--- config.mk ---
export PLATFORM = sky130hd
export DESIGN_NAME = pdc_check
export DESIGN_NICKNAME = d
export VERILOG_FILES = /design/src/include/pdc_pkg.sv /design/src/hdl/pdc_desc_mem.sv /design/src/hdl/pdc_check.sv
export SDC_FILE = /design/constraint.sdc
export NUM_CORES = 1
export LEC_CHECK = 0
export BUFFER_PORTS_ARGS = -buffer_cell sky130_fd_sc_hd__buf_2
export CORE_ASPECT_RATIO = 0.8
export CORE_MARGIN = 2
export CORE_UTILIZATION = 55
export DETAILED_ROUTE_END_ITERATION = 8
export PLACE_DENSITY = 0.75
export SETUP_SLACK_MARGIN = 0.5
export SLEW_MARGIN = 20
export SYNTH_ARGS = -nofsm -noshare
export SYNTH_HDL_FRONTEND = slang
export SYNTH_SLANG_ARGS = --single-unit
--- constraint.sdc ---
create_clock -name pclk -period 3.08 [get_ports pclk]
set_input_delay 0.308 -clock pclk [delete_from_list [all_inputs] [get_ports pclk]]
set_output_delay 0.308 -clock pclk [all_outputs]
set_load 0.02 [all_outputs]
--- src/include/pdc_pkg.sv ---
// shared constants and types for the page descriptor check block
package pdc_pkg;
  // ------------------------------------------------------------
  // descriptor store geometry
  // ------------------------------------------------------------
  localparam int DESC_CNT = 16;
  localparam int SEL_W = 4;
  localparam int DESC_W = 16;
  localparam int BLK_W = 7;
  // ------------------------------------------------------------
  // descriptor field positions
  // ------------------------------------------------------------
  localparam int BYPASS_BIT = 15;
  localparam int LEN_HI = 14;
  localparam int LEN_LO = 8;
  localparam int WRITTEN_BIT = 6;
  localparam int DIR_BIT = 3;
  localparam int KEY_HI = 2;
  localparam int KEY_LO = 1;
  // software may store bits 15:8, 3:1; bit 6 is hardware owned
  localparam logic [15:0] DESC_SW_MASK = 16'hFF0E;
  localparam logic [15:0] DESC_RESET = 16'h0000;
  // ------------------------------------------------------------
  // virtual address block number field
  // ------------------------------------------------------------
  localparam int VBLK_HI = 12;
  localparam int VBLK_LO = 6;
  // ------------------------------------------------------------
  // abort flag positions in the status word
  // ------------------------------------------------------------
  localparam int FLAG_NONRES = 15;
  localparam int FLAG_LEN = 14;
  localparam int FLAG_RDONLY = 13;
  localparam logic [15:0] FLAG_MASK = 16'hE000;
  localparam logic [15:0] FLAG_RESET = 16'h0000;
  // ------------------------------------------------------------
  // apb map
  // ------------------------------------------------------------
  localparam logic [7:0] OFS_DESC_BASE = 8'h00;
  localparam logic [7:0] OFS_DESC_LAST = 8'h3C;
  localparam logic [7:0] OFS_FLAGS = 8'h40;
  // ------------------------------------------------------------
  // access key codes
  // ------------------------------------------------------------
  typedef enum logic [1:0] {
    KEY_NONRES = 2'h0,
    KEY_RDONLY = 2'h1,
    KEY_UNUSED = 2'h2,
    KEY_RDWR = 2'h3
  } pdc_key_e;
endpackage

--- src/hdl/pdc_desc_mem.sv ---
// descriptor store with written-bit maintenance and two registered read ports
`timescale 1ns/10ps
`default_nettype none
module pdc_desc_mem
  import pdc_pkg::*;
(
  input wire logic pclk,
  input wire logic presetn,
  input wire logic wr_en,
  input wire logic [SEL_W-1:0] wr_idx,
  input wire logic [DESC_W-1:0] wr_data,
  input wire logic clr_en,
  input wire logic [SEL_W-1:0] clr_idx,
  input wire logic set_en,
  input wire logic [SEL_W-1:0] set_idx,
  input wire logic [SEL_W-1:0] ra_idx,
  output logic [DESC_W-1:0] ra_data_ff,
  input wire logic [SEL_W-1:0] rb_idx,
  output logic [DESC_W-1:0] rb_data_ff
);
  logic [DESC_W-1:0] mem_ff [DESC_CNT];
  logic [DESC_W-1:0] nxt_mem [DESC_CNT];

  // software write stores the writable bits and clears the written bit
  always_comb begin
    for (int i = 0; i < DESC_CNT; i++) begin
      nxt_mem[i] = mem_ff[i];
      if (wr_en && wr_idx == SEL_W'(i)) begin
        nxt_mem[i] = wr_data & DESC_SW_MASK;
      end
      if (clr_en && clr_idx == SEL_W'(i)) begin
        nxt_mem[i][WRITTEN_BIT] = 1'b0;
      end
      if (set_en && set_idx == SEL_W'(i)) begin
        nxt_mem[i][WRITTEN_BIT] = 1'b1;
      end
    end
  end

  // storage and registered read ports
  always_ff @(posedge pclk or negedge presetn) begin
    if (!presetn) begin
      for (int i = 0; i < DESC_CNT; i++) begin
        mem_ff[i] <= DESC_RESET;
      end
      ra_data_ff <= DESC_RESET;
      rb_data_ff <= DESC_RESET;
    end else begin
      for (int i = 0; i < DESC_CNT; i++) begin
        mem_ff[i] <= nxt_mem[i];
      end
      ra_data_ff <= mem_ff[ra_idx];
      rb_data_ff <= mem_ff[rb_idx];
    end
  end
endmodule
`default_nettype wire

--- src/hdl/pdc_check.sv ---
// page descriptor check: access keys, page length, bypass, written bit, apb access
// What this block does
// - bypass bit sends reference to main memory
// - bypassed cache hit invalidates the line
// - page length held in bits 14:8
// - upward page: block above length aborts
// - bit 3 chooses growth direction
// - writes set the read-only written bit
// - base or descriptor write clears written bit
// - key decode: 0,2 abort; 1 read; 3 all
// - every reference checked, vector fetch included
// - block number is address bits 12:6
// - abort sets flag 15, 14 or 13
`timescale 1ns/10ps
`default_nettype none
module pdc_check
  import pdc_pkg::*;
(
  input wire logic pclk,
  input wire logic presetn,
  input wire logic psel,
  input wire logic penable,
  input wire logic pwrite,
  input wire logic [7:0] paddr,
  input wire logic [31:0] pwdata,
  output logic [31:0] prdata,
  output logic pready,
  output logic pslverr,
  input wire logic ref_valid,
  input wire logic ref_write,
  input wire logic [SEL_W-1:0] ref_sel,
  input wire logic [15:0] ref_vaddr,
  input wire logic ref_cache_hit,
  input wire logic base_write,
  input wire logic [SEL_W-1:0] base_write_sel,
  output logic res_valid_ff,
  output logic res_bypass_ff,
  output logic res_inval_ff,
  output logic res_abort_ff,
  output logic [15:0] abort_flags_ff
);
  // ------------------------------------------------------------
  // helper functions
  // ------------------------------------------------------------
  // key decode: true when the access must abort
  function automatic logic key_aborts(input logic [1:0] key, input logic wr);
    case (pdc_key_e'(key))
      KEY_NONRES: key_aborts = 1'b1;
      KEY_RDONLY: key_aborts = wr;
      KEY_UNUSED: key_aborts = 1'b1;
      KEY_RDWR: key_aborts = 1'b0;
      default: key_aborts = 1'b1;
    endcase
  endfunction

  // length test against the page boundary in the chosen direction
  function automatic logic len_bad(input logic [BLK_W-1:0] blk,
                                   input logic [BLK_W-1:0] len, input logic down);
    if (down) begin
      len_bad = blk < len;
    end else begin
      len_bad = blk > len;
    end
  endfunction

  // ------------------------------------------------------------
  // apb decode
  // ------------------------------------------------------------
  logic acc;
  logic desc_hit;
  logic flags_hit;
  logic [SEL_W-1:0] apb_idx;
  logic [DESC_W-1:0] apb_desc;
  logic [DESC_W-1:0] chk_desc;

  // zero wait slave; descriptors at word offsets, flags just above
  always_comb begin
    acc = psel && penable;
    desc_hit = paddr[1:0] == 2'h0 && paddr <= OFS_DESC_LAST;
    flags_hit = paddr == OFS_FLAGS;
    apb_idx = paddr[SEL_W+1:2];
    pready = 1'b1;
    pslverr = acc && !desc_hit && !flags_hit;
    prdata = 32'h0000_0000;
    if (acc && desc_hit) begin
      prdata = {16'h0000, apb_desc};
    end else if (acc && flags_hit) begin
      prdata = {16'h0000, abort_flags_ff};
    end
  end

  // ------------------------------------------------------------
  // request stage: descriptor read is registered inside the store
  // ------------------------------------------------------------
  logic s1_valid_ff, s1_write_ff, s1_hit_ff;
  logic [BLK_W-1:0] s1_blk_ff;
  logic [SEL_W-1:0] s1_sel_ff;
  logic nxt_s1_valid, nxt_s1_write, nxt_s1_hit;
  logic [BLK_W-1:0] nxt_s1_blk;
  logic [SEL_W-1:0] nxt_s1_sel;

  // capture the reference alongside the descriptor lookup
  always_comb begin
    nxt_s1_valid = ref_valid;
    nxt_s1_write = ref_valid && ref_write;
    nxt_s1_hit = ref_valid && ref_cache_hit;
    nxt_s1_blk = ref_vaddr[VBLK_HI:VBLK_LO];
    nxt_s1_sel = ref_sel;
  end

  always_ff @(posedge pclk or negedge presetn) begin
    if (!presetn) begin
      s1_valid_ff <= 1'b0;
      s1_write_ff <= 1'b0;
      s1_hit_ff <= 1'b0;
      s1_blk_ff <= 7'h00;
      s1_sel_ff <= 4'h0;
    end else begin
      s1_valid_ff <= nxt_s1_valid;
      s1_write_ff <= nxt_s1_write;
      s1_hit_ff <= nxt_s1_hit;
      s1_blk_ff <= nxt_s1_blk;
      s1_sel_ff <= nxt_s1_sel;
    end
  end

  // ------------------------------------------------------------
  // check stage
  // ------------------------------------------------------------
  logic k_abort, l_abort, any_abort, set_written;
  logic [BLK_W-1:0] page_len;
  logic nxt_valid, nxt_bypass, nxt_inval, nxt_abort;
  logic [15:0] nxt_flags;

  // evaluate the selected descriptor and update the sticky flags
  always_comb begin
    page_len = chk_desc[LEN_HI:LEN_LO];
    k_abort = s1_valid_ff && key_aborts(chk_desc[KEY_HI:KEY_LO], s1_write_ff);
    l_abort = s1_valid_ff && len_bad(s1_blk_ff, page_len, chk_desc[DIR_BIT]);
    any_abort = k_abort || l_abort;
    set_written = s1_write_ff && !any_abort;
    nxt_valid = s1_valid_ff;
    nxt_abort = any_abort;
    nxt_bypass = s1_valid_ff && !any_abort && chk_desc[BYPASS_BIT];
    nxt_inval = nxt_bypass && s1_hit_ff;
    nxt_flags = abort_flags_ff;
    if (acc && pwrite && flags_hit) begin
      nxt_flags = pwdata[15:0] & FLAG_MASK;
    end
    // hardware set wins over a software clear in the same cycle
    if (k_abort && chk_desc[KEY_LO] == 1'b0) begin
      nxt_flags[FLAG_NONRES] = 1'b1;
    end
    if (l_abort) begin
      nxt_flags[FLAG_LEN] = 1'b1;
    end
    if (k_abort && chk_desc[KEY_LO] == 1'b1) begin
      nxt_flags[FLAG_RDONLY] = 1'b1;
    end
  end

  always_ff @(posedge pclk or negedge presetn) begin
    if (!presetn) begin
      res_valid_ff <= 1'b0;
      res_bypass_ff <= 1'b0;
      res_inval_ff <= 1'b0;
      res_abort_ff <= 1'b0;
      abort_flags_ff <= FLAG_RESET;
    end else begin
      res_valid_ff <= nxt_valid;
      res_bypass_ff <= nxt_bypass;
      res_inval_ff <= nxt_inval;
      res_abort_ff <= nxt_abort;
      abort_flags_ff <= nxt_flags;
    end
  end

  // ------------------------------------------------------------
  // descriptor store
  // ------------------------------------------------------------
  pdc_desc_mem u_mem (
    .pclk(pclk),
    .presetn(presetn),
    .wr_en(acc && pwrite && desc_hit),
    .wr_idx(apb_idx),
    .wr_data(pwdata[15:0]),
    .clr_en(base_write),
    .clr_idx(base_write_sel),
    .set_en(set_written),
    .set_idx(s1_sel_ff),
    .ra_idx(apb_idx),
    .ra_data_ff(apb_desc),
    .rb_idx(ref_sel),
    .rb_data_ff(chk_desc)
  );
endmodule
`default_nettype wire

==> results.yml, run 1 <==
outcome:
  status: "completed"
worst_setup_path:
  worstPathMaxFanout: 19
  crit_start: "u_mem.rb_data_ff[10]"
  slowest_delay_ns: 0.41
  cp_common_cell: "a21oi_1"
  worstSetupPathType: "flop to flop"
  critPathLaunchType: "flop"
  crit_chain: "inv_1 -> ha_1 -> a21oi_1 -> a21oi_1 -> a2111oi_2 -> buf_4 -> mux2_4 -> o32ai_1"
  required_ns: 3.48
  timing.rr.start: "u_mem.rb_data_ff[10]"
  worstPathArrival_ns: 2.80
  critPathSlowestCell: "a2111oi_2"
  worst_setup_path_end_kind: "flop"
worst_hold_path:
  min-delay-start: "ref_write"
  hp-class: "primary input to flop"
logic_synthesis:
  synth_cell_types: 42
  yosysWarnings: 0
  synth_compound_area_share_pct: 2.76
  avgSynthCellArea_um2: 15.5
  synth_top_area_share_pct: 49.1
  muxShareOfSynthArea_pct: 38.2
  syn-cell-area_mm2: 0.0120
  synthSimpleGateAreaFrac_pct: 4.43
  postSynthCellCount: 776
  ys.flop_type: "dfrtp_1"
  synth-adder-area-share_pct: 0.728
  seq_area_frac_synth_pct: 49.1
  synth_edf_count: 0
  synth-seq-cells: 236
  synth.area.top_cells: "dfrtp_1 (49%), mux4_2 (22%), mux2_2 (16%)"
  synth-async-reset-ratio_pct: 100
  yosys.area.top_type: "dfrtp_1"
  synth_xor_area_share_pct: 0
  synth_top_family_by_area: "multiplexers"
finish:
  layout_common_cells: "dfrtp_1 (236), mux2_2 (175), mux4_2 (115)"
  syn2layout_area_growth_pct: 13.3
  drive_above_1_share_pct: 51.3
  diodes: 0
  fin_util_pct: 63.4
  seqCellArea_mm2: 0.00591
  fin_nets: 935
  final_common_cell: "dfrtp_1"
  nFillCells: 1522
  multiInputGateArea_mm2: 0.00569
power_and_ir_drop:
  p_switching_mw: 1.61
  irDropWorstVdd_mv: 0.397
  switching_share_pct: 22.7
  p_int_mw: 5.48
  clkPwrFrac_pct: 45.6
  power_frac_comb_pct: 8.4
  p_leak_nw: 6.37
  p_per_area_mw_per_mm2: 520
  power_frac_seq_pct: 46.0
floorplan:
  dieArea_mm2: 0.0231
  row_count: 48
  pin_count: 127
  initial_utilization_pct: 56.0
  coreArea_mm2: 0.0215
  die_w_um: 169
  die_h_um: 136
global_routing:
  grt_max_degree: 89
  grt_pass1_wl_um: 47100
  grt.total_usage_pct: 27.5
  grt-ovfl-total: 0
  antenna_found_initial: 0
  first_global_vias: 8023
sta:
  hold_ws_ns: 0.0332
  postLayoutSetupSlackWorst_ns: 0.679
  finalHoldViolations: 0
  min_period_over_period_pct: 78.0
  setup_viol: 0
  final.setup.tns_ns: 0
  clock_skew_ns: 0.0100
  min_period_ns: 2.40
  rsz0062_at_grt: "no"
  worst_pin_slew_ns: 0.881
  slew-limit-headroom_pct: 41.2
  slew_viol_final: 0
  max_freq_mhz: 416
drt:
  drt_iter0_drc: 609
  drtAntennaViolNets: 0
  wl_um: 30300
  first_pass_iters: 5
  via_per_inst: 6.53
  drc: 0
  wl_per_cell_um: 26.4
  vias: 7487
clocking:
  cts_buffers: 24
  clk_path_buf_depth: 3
  cts.sinks: 236
  path_clk_slew_ns: 0.06
  h-tree-depth: 1
  cts-root-buf: "clkbuf_16"
  cts_tree: "built"
  post_cts_buffers: 0
  clk-insertion-delay-late_ns: 0.52
place:
  place_ws_ns: 0.481
  port_buffers: 62
  place.gp.congestion: 0.878
  place_hpwl_um: 19800
run:
  max_cap_viol_count: 0
==> worst max-delay path: cells and delay by family, from the launching register on <==
family          cells  cell delay, ns
buf+inv             2            0.26
flops               1            0.32
compound gates      4            0.99
mux                 1            0.41
fa+ha+maj           1            0.32
==> metrics by stage <==
stage          cells  area, um^2  power, mW
2_1_floorplan    808       12200       3.70
3_3_place_gp    1094       12600       3.86
3_5_place_dp    1094       12600       3.90
4_1_cts         1147       13600       7.14
5_1_grt         1147       13600       7.34
6_report        1147       13600       7.09
==> power by group through the flow <==
stage | Clock, mW | Combinational [mW] | Sequential, mW
2_1_floorplan | 0 | 0.405 | 3.30
3_3_place_gp | 0 | 0.559 | 3.31
3_5_place_dp | 0 | 0.580 | 3.32
4_1_cts | 3.29 | 0.594 | 3.26
5_1_grt | 3.42 | 0.645 | 3.27
6_report | 3.24 | 0.592 | 3.26
==> timing repair <==
action	4_1_cts	5_1_grt
resized for setup	1	2
endpoints found under the hold margin	79	0
hold buffers	10	0
setup endpoints to repair	6	18
==> state kept, by name, summed over array words and instances (netlist names), 3 cells and up <==
| name | cells |
|---|---|
| u_mem.mem_ff | 192 |
| s1_sel_ff | 4 |
| abort_flags_ff | 3 |
| u_mem.rb_data_ff | 11 |
| s1_blk_ff | 7 |
| u_mem.ra_data_ff | 12 |
==> cell usage after synthesis, types with 2 or more instances <==
library cell / count
dfrtp_1: 236
mux2_2: 176
mux4_2: 115
buf_4: 41
clkbuf_1: 26
buf_2: 15
nand2_1: 14
nor2_1: 14
o31ai_1: 14
and2_1: 12
inv_1: 12
nand3_1: 12
buf_1: 10
ha_1: 7
nand2b_1: 6
nand3b_1: 6
o32ai_1: 6
o21ai_0: 5
o311ai_0: 5
a21oi_1: 4
nor3_1: 4
a22o_1: 3
a2111oi_0: 2
and3_1: 2
conb_1: 2
mux2i_1: 2
nand4_1: 2
nor2b_1: 2
nor3_2: 2
nor4_1: 2
o211ai_1: 2
o41ai_1: 2
or2_2: 2
or3b_2: 2
or4_1: 2
==> worst paths after layout <==
path                       slack, ns            endpoint  cells past startpoint
setup reg to reg                0.68     u_mem.mem_ff[6]                      8
min in group asynchronous       0.34        s1_blk_ff[1]                      2
hold reg to reg                 0.51  abort_flags_ff[15]                      1
hold / removal                  0.03         s1_write_ff                      2
setup / recovery                0.68     u_mem.mem_ff[6]                      8
max in group asynchronous       1.73    u_mem.mem_ff[40]                      3
==> layout make-up <==
class | instances | area share (%)
clock buffer | 34 | 5.28
clock inverter | 9 | 1.25
inverter | 12 | 0.330
multi-input combinational | 467 | 41.7
sequential | 236 | 43.3
tap | 275 | 2.52
timing repair buffer | 114 | 5.60
==> cell families (layout without fill, tap and decap cells) <==
logic type      count (synthesis)  in the layout
buf+inv                       105            169
mux                           293            293
flops                         236            236
compound gates                 44             44
fa+ha+maj                       7              7
simple gates                   89             89
other cells                     2             34
==> metal layers <==
| metal | routed length (um) | vias up | global-route usage [%] |
|---|---|---|---|
| met3 | 2570 | 53 | 6.00 |
| met5 | 0 | - | 0 |
| met2 | 14600 | 365 | 43.6 |
| li1 | - | 3079 | - |
| met1 | 12300 | 3990 | 38.9 |
| met4 | 778 | 0 | 8.36 |
Note: power is estimated with default switching activity, not from simulation.
==> inputs of run 2 (changes only) <==
--- a/config.mk
+++ b/config.mk
@@ -5,6 +5,7 @@
 export SDC_FILE = /design/constraint.sdc
 export NUM_CORES = 1
 export LEC_CHECK = 0
+export ABC_AREA = 1
 export BUFFER_PORTS_ARGS = -buffer_cell sky130_fd_sc_hd__buf_2
 export CORE_ASPECT_RATIO = 0.8
 export CORE_MARGIN = 2
==> constraint.sdc (replaced) <==
create_clock -name pclk -period 2.4 [get_ports pclk]
set_input_delay 0.24 -clock pclk [delete_from_list [all_inputs] [get_ports pclk]]
set_output_delay 0.24 -clock pclk [all_outputs]
set_load 0.02 [all_outputs]
==> results.yml, run 2 <==
drt:
  vias: 11234
  wl_per_cell_um: 18.9
  first_pass_iters: 7
  drtAntennaViolNets: 0
  wl_um: 36200
  drt_iter0_drc: 1372
  via_per_inst: 5.87
  drc: 0
worst_setup_path:
  critical-path-top-delay-family: "buffers and inverters"
  slowest_delay_ns: 0.28
  critPathBufInv: 5
  worstPathArrival_ns: 1.51
  worstSetupPathType: "primary input to primary output"
  worstPathMaxFanout: 13
  critPathLaunchType: "primary input"
  critPathSlowestCell: "buf_4"
  cp.depth: 9
  rr_worst_depth: 10
  worst_setup_path_end_kind: "primary output"
  crit_chain: "buf_2 -> nor2_1 -> buf_4 -> inv_1 -> nor2_1 -> nand4_1 -> inv_1 -> a22o_1 -> buf_2"
  required_ns: 2.16
sta:
  min_period_over_period_pct: 72.8
  finalHoldViolations: 0
  worst_pin_slew_ns: 0.924
  final.setup.tns_ns: 0
  max_freq_mhz: 572
  hold_ws_ns: 0.0552
  min_period_ns: 1.75
  slew-limit-headroom_pct: 38.2
  postLayoutSetupSlackWorst_ns: 0.653
  slew_viol_final: 0
  clock_skew_ns: 0.0132
  setup_viol: 0
  rsz0062_at_grt: "no"
finish:
  fin_util_pct: 63.4
  final_common_cell: "nand2_1"
  top_register: "u_mem.mem_ff"
  stdcell_count: 1914
  reg.largest.list: "u_mem.mem_ff: 192 flops, u_mem.ra_data_ff: 12 flops, u_mem.rb_data_ff: 11 flops"
  design_area_mm2: 0.0137
  layout_common_cells: "nand2_1 (396), o21ai_0 (331), dfrtp_1 (236)"
  fin_nets: 1701
  largest_register_ffs: 192
  syn2layout_area_growth_pct: 12.8
  drive_above_1_share_pct: 10.1
logic_synthesis:
  ys.flop_type: "dfrtp_1"
  synth.area.top_cells: "dfrtp_1 (49%), o21ai_0 (14%), nand2_1 (12%)"
  yosys.area.top_type: "dfrtp_1"
  syn-cell-area_mm2: 0.0121
  synth-seq-cells: 236
  synth_top_area_share_pct: 48.8
  seq_area_frac_synth_pct: 48.8
  synth_commonest_cells: "nand2_1 (396), o21ai_0 (331), dfrtp_1 (236)"
  avgSynthCellArea_um2: 7.68
  postSynthCellCount: 1577
  yosysWarnings: 0
  synth_cell_types: 29
  synth_edf_count: 0
  yosysMostFrequentCell: "nand2_1"
  synth-async-reset-ratio_pct: 100
power_and_ir_drop:
  total_power_mw: 9.04
  power_frac_comb_pct: 10.5
  p_leak_nw: 6.21
  p_int_mw: 6.70
  clkPwrFrac_pct: 42.8
  p_per_area_mw_per_mm2: 662
  power_frac_seq_pct: 46.7
  switching_share_pct: 26.0
  irDropWorstVdd_mv: 0.633
  p_switching_mw: 2.35
place:
  port_buffers: 62
  place_area_mm2: 0.0127
  place_hpwl_um: 22700
  place_ws_ns: 0.344
  place.gp.congestion: 0.865
  dp.cells: 1859
clocking:
  post_cts_buffers: 0
  h-tree-depth: 1
  cts_buffers: 24
  cts.sinks: 236
  path_clk_slew_ns: 0.06
  cts-root-buf: "clkbuf_16"
  clk_path_buf_depth: 3
  clk-insertion-delay-late_ns: 0.52
  cts_tree: "built"
floorplan:
  die_w_um: 170
  initial_utilization_pct: 56.2
  dieArea_mm2: 0.0232
  die_h_um: 137
  pin_count: 127
  coreArea_mm2: 0.0216
  row_count: 48
global_routing:
  first_global_vias: 10254
  grt-ovfl-total: 0
  grt.total_usage_pct: 31.7
  antenna_found_initial: 1
  grt_max_degree: 80
  grt_pass1_wl_um: 56600
run:
  max_cap_viol_count: 0
outcome:
  status: "completed"
worst_hold_path:
  hp-class: "primary input to flop"
  hold_path_depth: 3
-- run 2: final cells by class --
cell class / instances / area [um^2]
Fill cell: 1889 / 7900
Sequential cell: 236 / 5910
Multi-Input combinational cell: 1080 / 5080
Timing Repair Buffer: 126 / 935
Clock buffer: 39 / 768
Inverter: 153 / 578
Tap cell: 275 / 344
Clock inverter: 4 / 47.5
Antenna cell: 1 / 2.50
-- run 2: layer usage --
layer / global-route usage (%) / vias up / share of wire (%)
met5: 0 / - / 0
met4: 10.5 / 0 / 3.5
met3: 6.28 / 87 / 11
met2: 48.2 / 659 / 44
met1: 45.9 / 5259 / 42
li1: - / 5229 / -
-- run 2: power groups by stage --
stage | Combinational [mW] | Clock (mW) | Sequential [mW]
floorplan | 0.595 | 0 | 4.27
global placement | 0.895 | 0 | 4.29
finish | 0.952 | 3.87 | 4.22
detailed placement | 0.917 | 0 | 4.29
global route | 1.05 | 4.06 | 4.24
CTS | 0.936 | 3.89 | 4.22
-- run 2: worst register-to-register path, cell delays in order (launching register included) --
cell     delay (ns)
dfrtp_1        0.32
inv_1          0.04
ha_1           0.30
nand2_1        0.09
inv_1          0.04
a21oi_1        0.18
nand3_1        0.10
nand3_1        0.11
buf_6          0.19
nand2_1        0.13
nor3_1         0.15
-- run 2: timing repair --
| action | 4_1_cts | 5_1_grt |
|---|---|---|
| resized for setup | 0 | 2 |
| endpoints found under the hold margin | 73 | 0 |
| hold buffers | 11 | 0 |
| endpoints found under the setup margin | 0 | 4 |
-- run 2: worst paths after layout --
| path | endpoint | from | slack, ns |
|---|---|---|---|
| setup / recovery | prdata[13] | paddr[4] | 0.65 |
| hold / removal | abort_flags_ff[14] | pwdata[14] | 0.06 |
| setup reg to reg | res_inval_ff | u_mem.rb_data_ff[14] | 0.65 |
| hold reg to reg | res_inval_ff | s1_hit_ff | 0.48 |
| max in group asynchronous | u_mem.mem_ff[233] | presetn | 1.33 |
| min in group asynchronous | u_mem.mem_ff[140] | presetn | 0.28 |
-- run 2: logic make-up (layout without fill, tap and decap cells) --
family	after synthesis	count (layout)	synth area share, %
buf+inv	293	322	10.4
fa+ha+maj	7	7	0.723
flops	236	236	48.8
compound gates	457	457	20.1
other cells	2	35	0.0620
simple gates	582	582	20.0
==> inputs of run 3 (changes only) <==
==> constraint.sdc (replaced) <==
create_clock -name pclk -period 1.78 [get_ports pclk]
set_input_delay 0.178 -clock pclk [delete_from_list [all_inputs] [get_ports pclk]]
set_output_delay 0.178 -clock pclk [all_outputs]
set_load 0.02 [all_outputs]
==> results.yml, run 3 (synthesis gave the netlist of run 2 again) <==
outcome:
  status: "completed"
worst_hold_path:
  hold_path_depth: 4
  hp-class: "primary input to flop"
  holdPathEnd: "u_mem.mem_ff[6]"
  min-delay-start: "base_write_sel[0]"
finish:
  seqCellArea_mm2: 0.00591
  diodes: 0
  reg.largest.list: "u_mem.mem_ff: 192 flops, u_mem.ra_data_ff: 12 flops, u_mem.rb_data_ff: 11 flops"
  final_common_cell: "nand2_1"
  layout_common_cells: "nand2_1 (368), o21ai_0 (289), dfrtp_1 (232)"
  drive_above_1_share_pct: 15.1
  nFillCells: 1679
  multiInputGateArea_mm2: 0.00536
  syn2layout_area_growth_pct: 20.0
  largest_register_ffs: 192
  fin_nets: 1730
  top_register: "u_mem.mem_ff"
  fin_util_pct: 67.4
worst_setup_path:
  timing.rr.start: "s1_blk_ff[1]"
  rr_worst_depth: 10
  crit_start: "s1_blk_ff[1]"
  critPathLaunchType: "flop"
  required_ns: 2.20
  worstPathMaxFanout: 8
  worstPathArrival_ns: 2.13
  worstSetupPathType: "flop to flop"
  r2r_setup_slack_ns: 0.08
  worst_setup_path_end_kind: "flop"
  rr_endpoint: "u_mem.mem_ff[230]"
floorplan:
  row_count: 48
  die_h_um: 137
  coreArea_mm2: 0.0216
  dieArea_mm2: 0.0232
  pin_count: 127
  die_w_um: 170
  initial_utilization_pct: 56.2
drt:
  first_pass_iters: 6
  drc: 0
  drt_iter0_drc: 1620
  vias: 11735
  wl_um: 39800
  wl_per_cell_um: 20.5
  drtAntennaViolNets: 0
  via_per_inst: 6.04
sta:
  clock_skew_ns: 0.0193
  slew-limit-headroom_pct: 47.9
  rsz0062_at_grt: "yes"
  postLayoutSetupSlackWorst_ns: 0.0769
  setup_viol: 0
  max_freq_mhz: 587
  min_period_ns: 1.70
  slew_viol_final: 0
  worst_pin_slew_ns: 0.781
  min_period_over_period_pct: 95.7
  finalHoldViolations: 0
power_and_ir_drop:
  irDropWorstVdd_mv: 0.784
  p_leak_nw: 6.53
  p_per_area_mw_per_mm2: 873
clocking:
  cts_tree: "built"
  clk_path_buf_depth: 3
  cts.sinks: 236
  path_clk_slew_ns: 0.06
  clk-insertion-delay-late_ns: 0.54
  cts-root-buf: "clkbuf_16"
  h-tree-depth: 1
  cts_buffers: 26
global_routing:
  grt_pass1_wl_um: 59200
  grt.total_usage_pct: 33.3
  grt_max_degree: 66
  first_global_vias: 10704
  grt-ovfl-total: 0
  antenna_found_initial: 0
place:
  place_hpwl_um: 23900
  place_ws_ns: -0.168
  place.gp.congestion: 0.945
  port_buffers: 62
run:
  max_cap_viol_count: 0
-- run 3: report_power, final --
group          internal (mW)  switching, mW  leakage (nW)
logic                  0.514           1.02          2.92
clock network           3.25           2.18         0.420
registers               5.57          0.139          3.19
-- run 3: metal layers --
metal | share of wire, % | vias up | wire (um) | global-route usage, %
li1 | - | 5300 | - | -
met1 | 40 | 5562 | 15900 | 45.1
met4 | 3.5 | 0 | 1380 | 10.8
met3 | 12 | 132 | 4860 | 9.75
met2 | 44 | 741 | 17700 | 51.9
met5 | 0 | - | 0 | 0
-- run 3: worst max-delay path by stage --
stage | end | cells past startpoint
final | u_mem.mem_ff[230] | 10
after global routing | u_mem.mem_ff[150] | 11
after CTS | u_mem.mem_ff[150] | 11
after detailed placement | u_mem.ra_data_ff[8] | 8
after global placement | u_mem.ra_data_ff[12] | 8
after floorplan | u_mem.mem_ff[102] | 11
-- run 3: metrics by stage --
stage | power, mW | cell area [um^2] | hold WS [ns] | instances | TNS, ns
finish | 12.7 | 14500 | 0.00357 | 1942 | 0
global route | 13.1 | 14500 | 0.0154 | 1942 | 0
CTS | 12.5 | 14100 | 0.000812 | 1928 | 0
detailed placement | 7.10 | 13000 | 0.178 | 1864 | -0.617
global placement | 7.07 | 13000 | 0.174 | 1864 | -0.458
floorplan | 6.59 | 12500 | -0.118 | 1609 | 0
-- run 3: cell type report --
class	instances	area share, %
Sequential cell	236	40.7
Multi-Input combinational cell	1082	36.9
Timing Repair Buffer	151	10.2
Clock inverter	7	0.603
Clock buffer	38	5.28
Tap cell	275	2.37
Inverter	153	4.00
-- run 3: critical path, cell delays in order, from the launching register on --
cell and delay (ns):
dfrtp_1 0.39, ha_1 0.34, nand3_1 0.09, nand2_1 0.08, nand2_2 0.08, nand2_1 0.07
nand2_2 0.08, nand3_4 0.14, clkbuf_16 0.20, nand4_1 0.07, nand2_1 0.05
-- run 3: timing repair --
action / in CTS / in global routing
hold endpoints to repair: 82 / 0
setup endpoints to repair: 38 / 122
resized for setup: 23 / 68
gates cloned: 1 / 5
setup buffers: 3 / 9
pin swaps: 13 / 14
hold buffers: 15 / 0
